<file path="src/core/nfh_pkg.sv">
// Package with commands, timing counts, status layout and carrier types for the NAND host.
package nfh_pkg;
  localparam int unsigned CLK_PERIOD_NS = 10;
  localparam int unsigned T_PHASE_NS = 25;
  localparam int unsigned T_PHASE_CYC = (T_PHASE_NS + CLK_PERIOD_NS - 1) / CLK_PERIOD_NS;
  localparam int unsigned T_WB_NS = 100;
  localparam int unsigned T_WB_CYC = (T_WB_NS + CLK_PERIOD_NS - 1) / CLK_PERIOD_NS;

  localparam logic [7:0] CMD_READ_SETUP = 8'h00;
  localparam logic [7:0] CMD_READ_START = 8'h30;
  localparam logic [7:0] CMD_CACHE_NEXT = 8'h31;
  localparam logic [7:0] CMD_CACHE_LAST = 8'h3F;
  localparam logic [7:0] CMD_READ_ID = 8'h90;
  localparam logic [7:0] CMD_STATUS = 8'h70;
  localparam logic [7:0] CMD_RESET = 8'hFF;
  localparam logic [7:0] ID_ADDR_MAKER = 8'h00;
  localparam logic [7:0] ID_ADDR_SIG = 8'h20;

  localparam int unsigned ST_PASS_BIT = 0;
  localparam int unsigned ST_OTP_BIT = 2;
  localparam int unsigned ST_TRUE_RDY_BIT = 5;
  localparam int unsigned ST_RDY_BIT = 6;
  localparam int unsigned ST_WP_BIT = 7;
  localparam logic [7:0] ST_MASK_PLAIN = 8'hC0;
  localparam logic [7:0] ST_MASK_CACHE = 8'hE0;

  localparam int unsigned PAGE_BITS = 6;
  localparam logic [5:0] PAGE_LAST = 6'h3F;
  localparam logic [1:0] ADDR_LAST = 2'h3;

  typedef enum logic [2:0] {
    OP_STATUS = 3'h0,
    OP_READ_ID = 3'h1,
    OP_RESET = 3'h2,
    OP_PAGE_READ = 3'h3,
    OP_CACHE_NEXT = 3'h4,
    OP_CACHE_LAST = 3'h5,
    OP_READ_MODE = 3'h6
  } nfh_op_t;

  typedef struct packed {
    nfh_op_t op;
    logic id_sig;
    logic [15:0] col;
    logic [15:0] row;
    logic [11:0] len;
  } nfh_req_t;

  typedef struct packed {
    logic ce_n;
    logic cle;
    logic ale;
    logic we_n;
    logic read_strobe_n;
    logic wp_n;
  } nfh_pins_t;

  localparam nfh_pins_t PINS_IDLE = 6'b1_0_0_1_1_0;
endpackage

</file>
<file path="src/core/nfh_fifo.sv">
// Synchronous FIFO with valid/ready on both sides for the read data path.
`timescale 1ns/1ps
module nfh_fifo #(
  parameter int unsigned WIDTH = 8,
  parameter int unsigned DEPTH = 16
) (
  input wire logic sys_clk,
  input wire logic rst,
  input wire logic in_valid,
  output logic in_ready,
  input wire logic [WIDTH-1:0] in_data,
  output logic out_valid,
  input wire logic out_ready,
  output logic [WIDTH-1:0] out_data
);
  localparam int unsigned AW = $clog2(DEPTH);
  logic [WIDTH-1:0] mem_ff [DEPTH];
  logic [AW:0] wr_ptr_ff;
  logic [AW:0] rd_ptr_ff;
  logic full;
  logic empty;

  assign empty = (wr_ptr_ff == rd_ptr_ff);
  assign full = (wr_ptr_ff[AW] != rd_ptr_ff[AW]) && (wr_ptr_ff[AW-1:0] == rd_ptr_ff[AW-1:0]);
  assign in_ready = !full;
  assign out_valid = !empty;
  assign out_data = mem_ff[rd_ptr_ff[AW-1:0]];

  always_ff @(posedge sys_clk) begin
    if (in_valid && !full) begin
      mem_ff[wr_ptr_ff[AW-1:0]] <= in_data;
    end
  end

  always_ff @(posedge sys_clk) begin
    if (rst) begin
      wr_ptr_ff <= '0;
      rd_ptr_ff <= '0;
    end else begin
      if (in_valid && !full) begin
        wr_ptr_ff <= wr_ptr_ff + 1'b1;
      end
      if (out_ready && !empty) begin
        rd_ptr_ff <= rd_ptr_ff + 1'b1;
      end
    end
  end
endmodule

</file>
<file path="src/core/nfh_host.sv">
// Host controller that drives a NAND flash device through its command, address and data pins.
`timescale 1ns/1ps
//Contract
// - Host masks undefined status bits.
// - Identification: command 90h then address 00h.
// - Page read precedes cache read; one block.
// - 3Fh finishes cache read with last transfer.
// - During power-up busy, only status command.
// - Write-protect held high through program/erase.
// - Status mode holds; 00h resumes data output.
module nfh_host
  import nfh_pkg::*;
#(
  parameter int unsigned FIFO_DEPTH = 16
) (
  input wire logic sys_clk,
  input wire logic rst,
  input wire logic req_valid,
  output logic req_ready,
  input wire nfh_req_t req,
  output logic req_err,
  output logic done,
  input wire logic wp_release,
  output logic [7:0] status_byte,
  output logic status_valid,
  output logic [7:0] rd_data,
  output logic rd_valid,
  input wire logic rd_ready,
  output nfh_pins_t pins,
  output logic [7:0] dq_out,
  output logic dq_oe,
  input wire logic [7:0] dq_in,
  input wire logic rb_in,
  output logic dev_busy,
  output logic init_busy
);
  typedef enum logic [6:0] {
    S_IDLE = 7'b0000001,
    S_CMD1 = 7'b0000010,
    S_ADDR = 7'b0000100,
    S_CMD2 = 7'b0001000,
    S_WB = 7'b0010000,
    S_RB = 7'b0100000,
    S_READ = 7'b1000000
  } nfh_state_t;

  nfh_state_t state_ff;
  nfh_req_t op_ff;
  nfh_pins_t pins_ff;
  logic [7:0] dq_out_ff;
  logic dq_oe_ff;
  logic [7:0] tmr_ff;
  logic phase_ff;
  logic [1:0] addr_idx_ff;
  logic [11:0] cnt_ff;
  logic [7:0] dq_s1_ff;
  logic [7:0] dq_s2_ff;
  logic rb_s1_ff;
  logic rb_s2_ff;
  logic init_ff;
  logic [7:0] pwr_tmr_ff;
  logic page_valid_ff;
  logic [PAGE_BITS-1:0] page_ff;
  logic cache_mode_ff;
  logic [7:0] status_ff;
  logic status_valid_ff;
  logic done_ff;
  logic err_ff;
  logic push_ff;
  logic [7:0] push_data_ff;
  logic fifo_in_ready;
  logic accept;
  logic req_ok;
  logic phase_end;

  function automatic logic [7:0] first_cmd(input nfh_op_t op);
    unique case (op)
      OP_STATUS: first_cmd = CMD_STATUS;
      OP_READ_ID: first_cmd = CMD_READ_ID;
      OP_RESET: first_cmd = CMD_RESET;
      OP_CACHE_NEXT: first_cmd = CMD_CACHE_NEXT;
      OP_CACHE_LAST: first_cmd = CMD_CACHE_LAST;
      default: first_cmd = CMD_READ_SETUP;
    endcase
  endfunction

  function automatic logic [7:0] addr_byte(input nfh_req_t r, input logic [1:0] idx);
    unique case (idx)
      2'h0: addr_byte = r.col[7:0];
      2'h1: addr_byte = r.col[15:8];
      2'h2: addr_byte = r.row[7:0];
      default: addr_byte = r.row[15:8];
    endcase
  endfunction

  assign dev_busy = !rb_s2_ff;
  assign init_busy = init_ff;
  assign req_ready = (state_ff == S_IDLE);
  assign accept = req_valid && req_ready;
  assign phase_end = (tmr_ff == 8'(T_PHASE_CYC - 1));
  assign pins = pins_ff;
  assign dq_out = dq_out_ff;
  assign dq_oe = dq_oe_ff;
  assign status_byte = status_ff;
  assign status_valid = status_valid_ff;
  assign done = done_ff;
  assign req_err = err_ff;

  // Busy devices take only status and reset; power-up takes status alone; cache reads stay in one block.
  always_comb begin
    req_ok = 1'b1;
    if (init_ff) begin
      req_ok = (req.op == OP_STATUS);
    end else if (dev_busy) begin
      req_ok = (req.op == OP_STATUS) || (req.op == OP_RESET);
    end else if (req.op == OP_CACHE_NEXT) begin
      req_ok = page_valid_ff && (page_ff != PAGE_LAST);
    end else if (req.op == OP_CACHE_LAST) begin
      req_ok = page_valid_ff;
    end
  end

  // The ready/busy net is open-drain with an outside pull-up; both it and the data bus are synchronised.
  always_ff @(posedge sys_clk) begin
    if (rst) begin
      rb_s1_ff <= 1'b0;
      rb_s2_ff <= 1'b0;
      dq_s1_ff <= 8'h00;
      dq_s2_ff <= 8'h00;
    end else begin
      rb_s1_ff <= rb_in;
      rb_s2_ff <= rb_s1_ff;
      dq_s1_ff <= dq_in;
      dq_s2_ff <= dq_s1_ff;
    end
  end

  // Power-up initialisation ends on the first ready seen with the sequencer idle after the settling wait.
  always_ff @(posedge sys_clk) begin
    if (rst) begin
      init_ff <= 1'b1;
      pwr_tmr_ff <= 8'h00;
    end else if (init_ff) begin
      if (pwr_tmr_ff != 8'(T_WB_CYC)) begin
        pwr_tmr_ff <= pwr_tmr_ff + 8'h01;
      end else if (rb_s2_ff && state_ff == S_IDLE) begin
        init_ff <= 1'b0;
      end
    end
  end

  // Page tracking for cache reads and the status mask for the current operation.
  always_ff @(posedge sys_clk) begin
    if (rst) begin
      page_valid_ff <= 1'b0;
      page_ff <= '0;
      cache_mode_ff <= 1'b0;
    end else if (accept && req_ok) begin
      unique case (req.op)
        OP_PAGE_READ: begin
          page_valid_ff <= 1'b1;
          page_ff <= req.row[PAGE_BITS-1:0];
          cache_mode_ff <= 1'b0;
        end
        OP_CACHE_NEXT: begin
          page_ff <= page_ff + 1'b1;
          cache_mode_ff <= 1'b1;
        end
        OP_CACHE_LAST: begin
          page_valid_ff <= 1'b0;
        end
        OP_RESET, OP_READ_ID: begin
          page_valid_ff <= 1'b0;
          cache_mode_ff <= 1'b0;
        end
        default: begin
        end
      endcase
    end
  end

  // Write-protect only changes while the device is idle and ready.
  always_ff @(posedge sys_clk) begin
    if (rst) begin
      pins_ff.wp_n <= 1'b0;
    end else if (state_ff == S_IDLE && !dev_busy && !init_ff) begin
      pins_ff.wp_n <= wp_release;
    end
  end

  // Sequencer: command, address, confirm, busy wait, then read cycles.
  always_ff @(posedge sys_clk) begin
    if (rst) begin
      state_ff <= S_IDLE;
      op_ff <= '0;
      {pins_ff.ce_n, pins_ff.cle, pins_ff.ale, pins_ff.we_n, pins_ff.read_strobe_n} <= PINS_IDLE[5:1];
      dq_out_ff <= 8'h00;
      dq_oe_ff <= 1'b0;
      tmr_ff <= 8'h00;
      phase_ff <= 1'b0;
      addr_idx_ff <= 2'h0;
      cnt_ff <= 12'h000;
      done_ff <= 1'b0;
      err_ff <= 1'b0;
      push_ff <= 1'b0;
      push_data_ff <= 8'h00;
      status_ff <= 8'h00;
      status_valid_ff <= 1'b0;
    end else begin
      done_ff <= 1'b0;
      err_ff <= 1'b0;
      push_ff <= 1'b0;
      status_valid_ff <= 1'b0;
      unique case (state_ff)
        S_IDLE: begin
          pins_ff.ce_n <= 1'b1;
          if (accept && !req_ok) begin
            err_ff <= 1'b1;
          end else if (accept) begin
            op_ff <= req;
            cnt_ff <= (req.op == OP_STATUS) ? 12'h001 : req.len;
            dq_out_ff <= first_cmd(req.op);
            dq_oe_ff <= 1'b1;
            pins_ff.ce_n <= 1'b0;
            pins_ff.cle <= 1'b1;
            pins_ff.we_n <= 1'b0;
            tmr_ff <= 8'h00;
            phase_ff <= 1'b0;
            addr_idx_ff <= 2'h0;
            state_ff <= S_CMD1;
          end
        end
        S_CMD1, S_ADDR, S_CMD2: begin
          tmr_ff <= tmr_ff + 8'h01;
          if (phase_end && !phase_ff) begin
            pins_ff.we_n <= 1'b1;
            tmr_ff <= 8'h00;
            phase_ff <= 1'b1;
          end else if (phase_end) begin
            tmr_ff <= 8'h00;
            phase_ff <= 1'b0;
            pins_ff.cle <= 1'b0;
            pins_ff.ale <= 1'b0;
            dq_oe_ff <= 1'b0;
            if (state_ff == S_CMD1 && (op_ff.op == OP_READ_ID || op_ff.op == OP_PAGE_READ)) begin
              pins_ff.ale <= 1'b1;
              pins_ff.we_n <= 1'b0;
              dq_oe_ff <= 1'b1;
              dq_out_ff <= (op_ff.op == OP_READ_ID) ?
                (op_ff.id_sig ? ID_ADDR_SIG : ID_ADDR_MAKER) : addr_byte(op_ff, 2'h0);
              state_ff <= S_ADDR;
            end else if (state_ff == S_ADDR && op_ff.op == OP_PAGE_READ && addr_idx_ff != ADDR_LAST) begin
              pins_ff.ale <= 1'b1;
              pins_ff.we_n <= 1'b0;
              dq_oe_ff <= 1'b1;
              dq_out_ff <= addr_byte(op_ff, addr_idx_ff + 2'h1);
              addr_idx_ff <= addr_idx_ff + 2'h1;
            end else if (state_ff == S_ADDR && op_ff.op == OP_PAGE_READ) begin
              pins_ff.cle <= 1'b1;
              pins_ff.we_n <= 1'b0;
              dq_oe_ff <= 1'b1;
              dq_out_ff <= CMD_READ_START;
              state_ff <= S_CMD2;
            end else if (op_ff.op == OP_STATUS || op_ff.op == OP_READ_MODE || op_ff.op == OP_READ_ID) begin
              state_ff <= S_READ;
            end else begin
              state_ff <= S_WB;
            end
          end
        end
        S_WB: begin
          tmr_ff <= tmr_ff + 8'h01;
          if (tmr_ff == 8'(T_WB_CYC - 1)) begin
            tmr_ff <= 8'h00;
            state_ff <= S_RB;
          end
        end
        S_RB: begin
          if (rb_s2_ff) begin
            state_ff <= (op_ff.op == OP_RESET) ? S_IDLE : S_READ;
            done_ff <= (op_ff.op == OP_RESET);
          end
        end
        S_READ: begin
          if (!pins_ff.read_strobe_n) begin
            tmr_ff <= tmr_ff + 8'h01;
            if (phase_end) begin
              pins_ff.read_strobe_n <= 1'b1;
              tmr_ff <= 8'h00;
              cnt_ff <= cnt_ff - 12'h001;
              if (op_ff.op == OP_STATUS) begin
                status_ff <= dq_s2_ff & (cache_mode_ff ? ST_MASK_CACHE : ST_MASK_PLAIN);
                status_valid_ff <= 1'b1;
              end else begin
                push_ff <= 1'b1;
                push_data_ff <= dq_s2_ff;
              end
            end
          end else if (!phase_end) begin
            tmr_ff <= tmr_ff + 8'h01;
          end else if (cnt_ff == 12'h000) begin
            done_ff <= 1'b1;
            tmr_ff <= 8'h00;
            state_ff <= S_IDLE;
          end else if (op_ff.op == OP_STATUS || (fifo_in_ready && !push_ff)) begin
            pins_ff.read_strobe_n <= 1'b0;
            tmr_ff <= 8'h00;
          end
        end
      endcase
    end
  end

  nfh_fifo #(
    .WIDTH(8),
    .DEPTH(FIFO_DEPTH)
  ) u_fifo (
    .sys_clk(sys_clk),
    .rst(rst),
    .in_valid(push_ff),
    .in_ready(fifo_in_ready),
    .in_data(push_data_ff),
    .out_valid(rd_valid),
    .out_ready(rd_ready),
    .out_data(rd_data)
  );
endmodule

</file>
<file path="config.mk">
export PLATFORM = sky130hd
export DESIGN_NAME = nfh_host
export DESIGN_NICKNAME = d
export VERILOG_FILES = /design/src/core/nfh_pkg.sv /design/src/core/nfh_fifo.sv /design/src/core/nfh_host.sv
export SDC_FILE = /design/constraint.sdc
export NUM_CORES = 1
export LEC_CHECK = 0
export BUFFER_PORTS_ARGS = -buffer_cell sky130_fd_sc_hd__buf_2
export CORE_UTILIZATION = 60
export DETAILED_ROUTE_END_ITERATION = 8
export PLACE_DENSITY = 0.79
export SLEW_MARGIN = 5
export SYNTH_ARGS = -nofsm -noshare
export SYNTH_HDL_FRONTEND = slang
export SYNTH_HIERARCHICAL = 1
export SYNTH_SLANG_ARGS = --single-unit
</file>
<file path="constraint.sdc">
create_clock -name sys_clk -period 2.7 [get_ports sys_clk]
set_input_delay 0 -clock sys_clk [delete_from_list [all_inputs] [get_ports sys_clk]]
set_output_delay 0 -clock sys_clk [all_outputs]
set_load 0.03 [all_outputs]
</file>
==> results.json <==
{
  "status": "finished clean",
  "grt_max_degree": 72,
  "power.leakage_nw": 5.28,
  "critPathKind": "register to primary output",
  "worst_slew_pin_slew_ns": 0.717,
  "slew_violations": 0,
  "start_util_pct": 61.9,
  "hold_viol_final": 0,
  "grt_usage_pct": 28.9,
  "antenna_found_initial": 0,
  "synth_area_um2": 12200,
  "post-synth-top-area-cell": "edfxtp_1",
  "die-area_um2": 20900,
  "cp_data_required_time_ns": 2.70,
  "setup.worst_path.end_class": "primary output",
  "finalSetupViolations": 0,
  "yosys.cell_count.top_type": "dfxtp_1",
  "synthTopCellsByCount": "dfxtp_1, nand2_1, edfxtp_1",
  "grt_pass1_wl_um": 45200,
  "drt_iter0_markers": 722,
  "crit_fanout": 22,
  "ant_nets": 0,
  "period_share_pct": 96.7,
  "layout_setup_ws_ns": 0.0903,
  "clk_path_buf_depth": 3,
  "wirelength_um": 29600,
  "grt_pass1_vias": 8537,
  "finalNetCount": 1276,
  "htreeDepth": 1,
  "syn_inst": 1050,
  "cts_buffers": 27,
  "cts_root_buffer": "clkbuf_16",
  "async_reset_ff_share_pct": 0,
  "ir_drop_mv": 0.517,
  "drtPass1Iterations": 5,
  "ys_top_cells_by_area": "edfxtp_1, dfxtp_1, mux4_1",
  "timing.fmax_mhz": 383,
  "synth_area_per_cell_um2": 11.6,
  "hold_end": "dq_s1_ff[2]",
  "finClkSkew_ns": 0.00807,
  "pin_count": 100,
  "r2r_slack_ns": 0.20,
  "finalSetupTns_ns": 0,
  "rsz0062_at_grt": "false",
  "r2r_end": "cnt_ff[0]",
  "power.density_nw_per_um2": 644,
  "gp_congestion": 0.900,
  "clk_latency_ns": 0.53,
  "core-area_um2": 19700,
  "synth_ff_type": "dfxtp_1",
  "cap_violations": 0,
  "cts_tree": "done",
  "cts_setup_buffers": 0,
  "synth_top_area_share_pct": 31.6,
  "dpl.hpwl_um": 18500,
  "synth-seq-cells": 273,
  "seq_area_frac_synth_pct": 55.5,
  "r2r-start": "tmr_ff[0]",
  "place_ws_ns": 0.228,
  "period_minus_slack_ns": 2.61,
  "hold_depth": 3,
  "min_path_type": "primary input to register",
  "yosys_warnings": 6,
  "reg2reg_depth": 9,
  "fp.dieH_um": 144,
  "syn2layout_area_growth_pct": 18.0,
  "wl_per_cell_um": 20.0,
  "relSlewSlack_pct": 52.2,
  "routed_via_density": 6.05,
  "holdWs_ns": 0.221,
  "layout-drive-gt1-share_pct": 18.2,
  "arrival_ns": 2.61,
  "port_buffers": 94,
  "grt_overflow": 0,
  "netlist-cell-type-count": 81,
  "crit_path_start_kind": "register",
  "fp.dieW_um": 144,
  "drc": 0,
  "synth_edf_count": 128,
  "hp-start": "dq_in[2]",
  "clk_transition_reported_paths_ns": 0.06,
  "cts_sinks": 273,
  "via_count": 8972,
  "num_rows": 51,
  "diodes": 0
}
## flip-flops by register name, summed over array words and instances (netlist names), 6 cells and up, named ones only
register and cells:
cnt_ff 12, dq_out 8, dq_s1_ff 8, dq_s2_ff 8, op_ff 36, page_ff 6, pins 6, push_data_ff 8
pwr_tmr_ff 8, state_ff 7, tmr_ff 8, u_fifo/mem_ff 128
## where the power goes
part           switching (mW)  internal [mW]
Combinational           0.518          0.444
Clock                    1.54           2.30
Sequential             0.0844           4.36
## logic make-up (layout without fill, tap and decap cells)
family / after synthesis / count (layout) / synth area share [%]
AO/OA/AOI/OAI: 206 / 206 / 11.3
XOR/XNOR: 20 / 20 / 1.44
flip-flops: 273 / 273 / 55.5
buffers and inverters: 93 / 256 / 4.00
AND/OR/NAND/NOR: 379 / 379 / 16.1
multiplexers: 60 / 60 / 9.85
other: 1 / 5 / 0.0308
adder cells (fa/ha/maj): 18 / 18 / 1.85
## per-stage QoR
step / util [%] / total power [mW] / instances / cell area [µm²]
after floorplan: - / 5.20 / 1054 / 12200
after global placement: 65.2 / 5.39 / 1371 / 12800
after detailed placement: 65.2 / 5.41 / 1371 / 12800
after CTS: 73.1 / 9.29 / 1482 / 14400
after global routing: 73.1 / 9.56 / 1482 / 14400
final: 73.1 / 9.25 / 1482 / 14400
## worst max-delay path by stage
stage / to / slack [ns] / from / cells after the start
floorplan: state_ff[1] / 0.44 / cnt_ff[0] / 8
global placement: cnt_ff[0] / 0.25 / tmr_ff[0] / 9
detailed placement: cnt_ff[0] / 0.23 / tmr_ff[0] / 9
CTS: rd_data[7] / 0.05 / register / 4
global route: rd_data[7] / 0.006 / register / 4
finish: rd_data[7] / 0.09 / register / 4
## per-layer routing
metal	share of wire [%]	GRT usage (%)	up-vias
li1	-	-	4213
met2	53	52.7	345
met1	38	34.4	4350
met4	3.2	10.1	0
met5	0	0	-
met3	6.1	4.50	64
## final cells by class
| type | count | area [µm²] |
|---|---|---|
| Timing Repair Buffer | 182 | 1310 |
| Inverter | 24 | 90.1 |
| Clock buffer | 36 | 772 |
| Fill cell | 1324 | 5300 |
| Multi-Input combinational cell | 688 | 4950 |
| Tap cell | 265 | 332 |
| Sequential cell | 273 | 6750 |
| Clock inverter | 14 | 154 |
## cell usage in the layout, fill, tap and decap left out, types with 15 or more instances in the layout
cell	count
a21oi_1	76
nor3_1	15
nor2_1	64
buf_2	93
mux4_2	16
inv_1	24
nand3_1	37
nor2b_1	29
edfxtp_1	128
o21ai_0	34
and3_1	20
mux4_1	24
dfxtp_1	144
dlygate4sd3_1	61
ha_1	18
nand2_1	134
buf_4	26
clkbuf_16	28
## timing repair
item | CTS | global route
setup endpoints to repair | 7 | 0
hold buffers | 61 | 0
resized for setup | 1 | 0
hold endpoints to repair | 81 | 0
## critical path, stage by stage, from the launching register on
cell,delay (ns)
dfxtp_4,0.47
buf_12,0.24
mux4_1,0.65
mux4_2,0.51
buf_2,0.19
(Power assumes the default switching activity.)
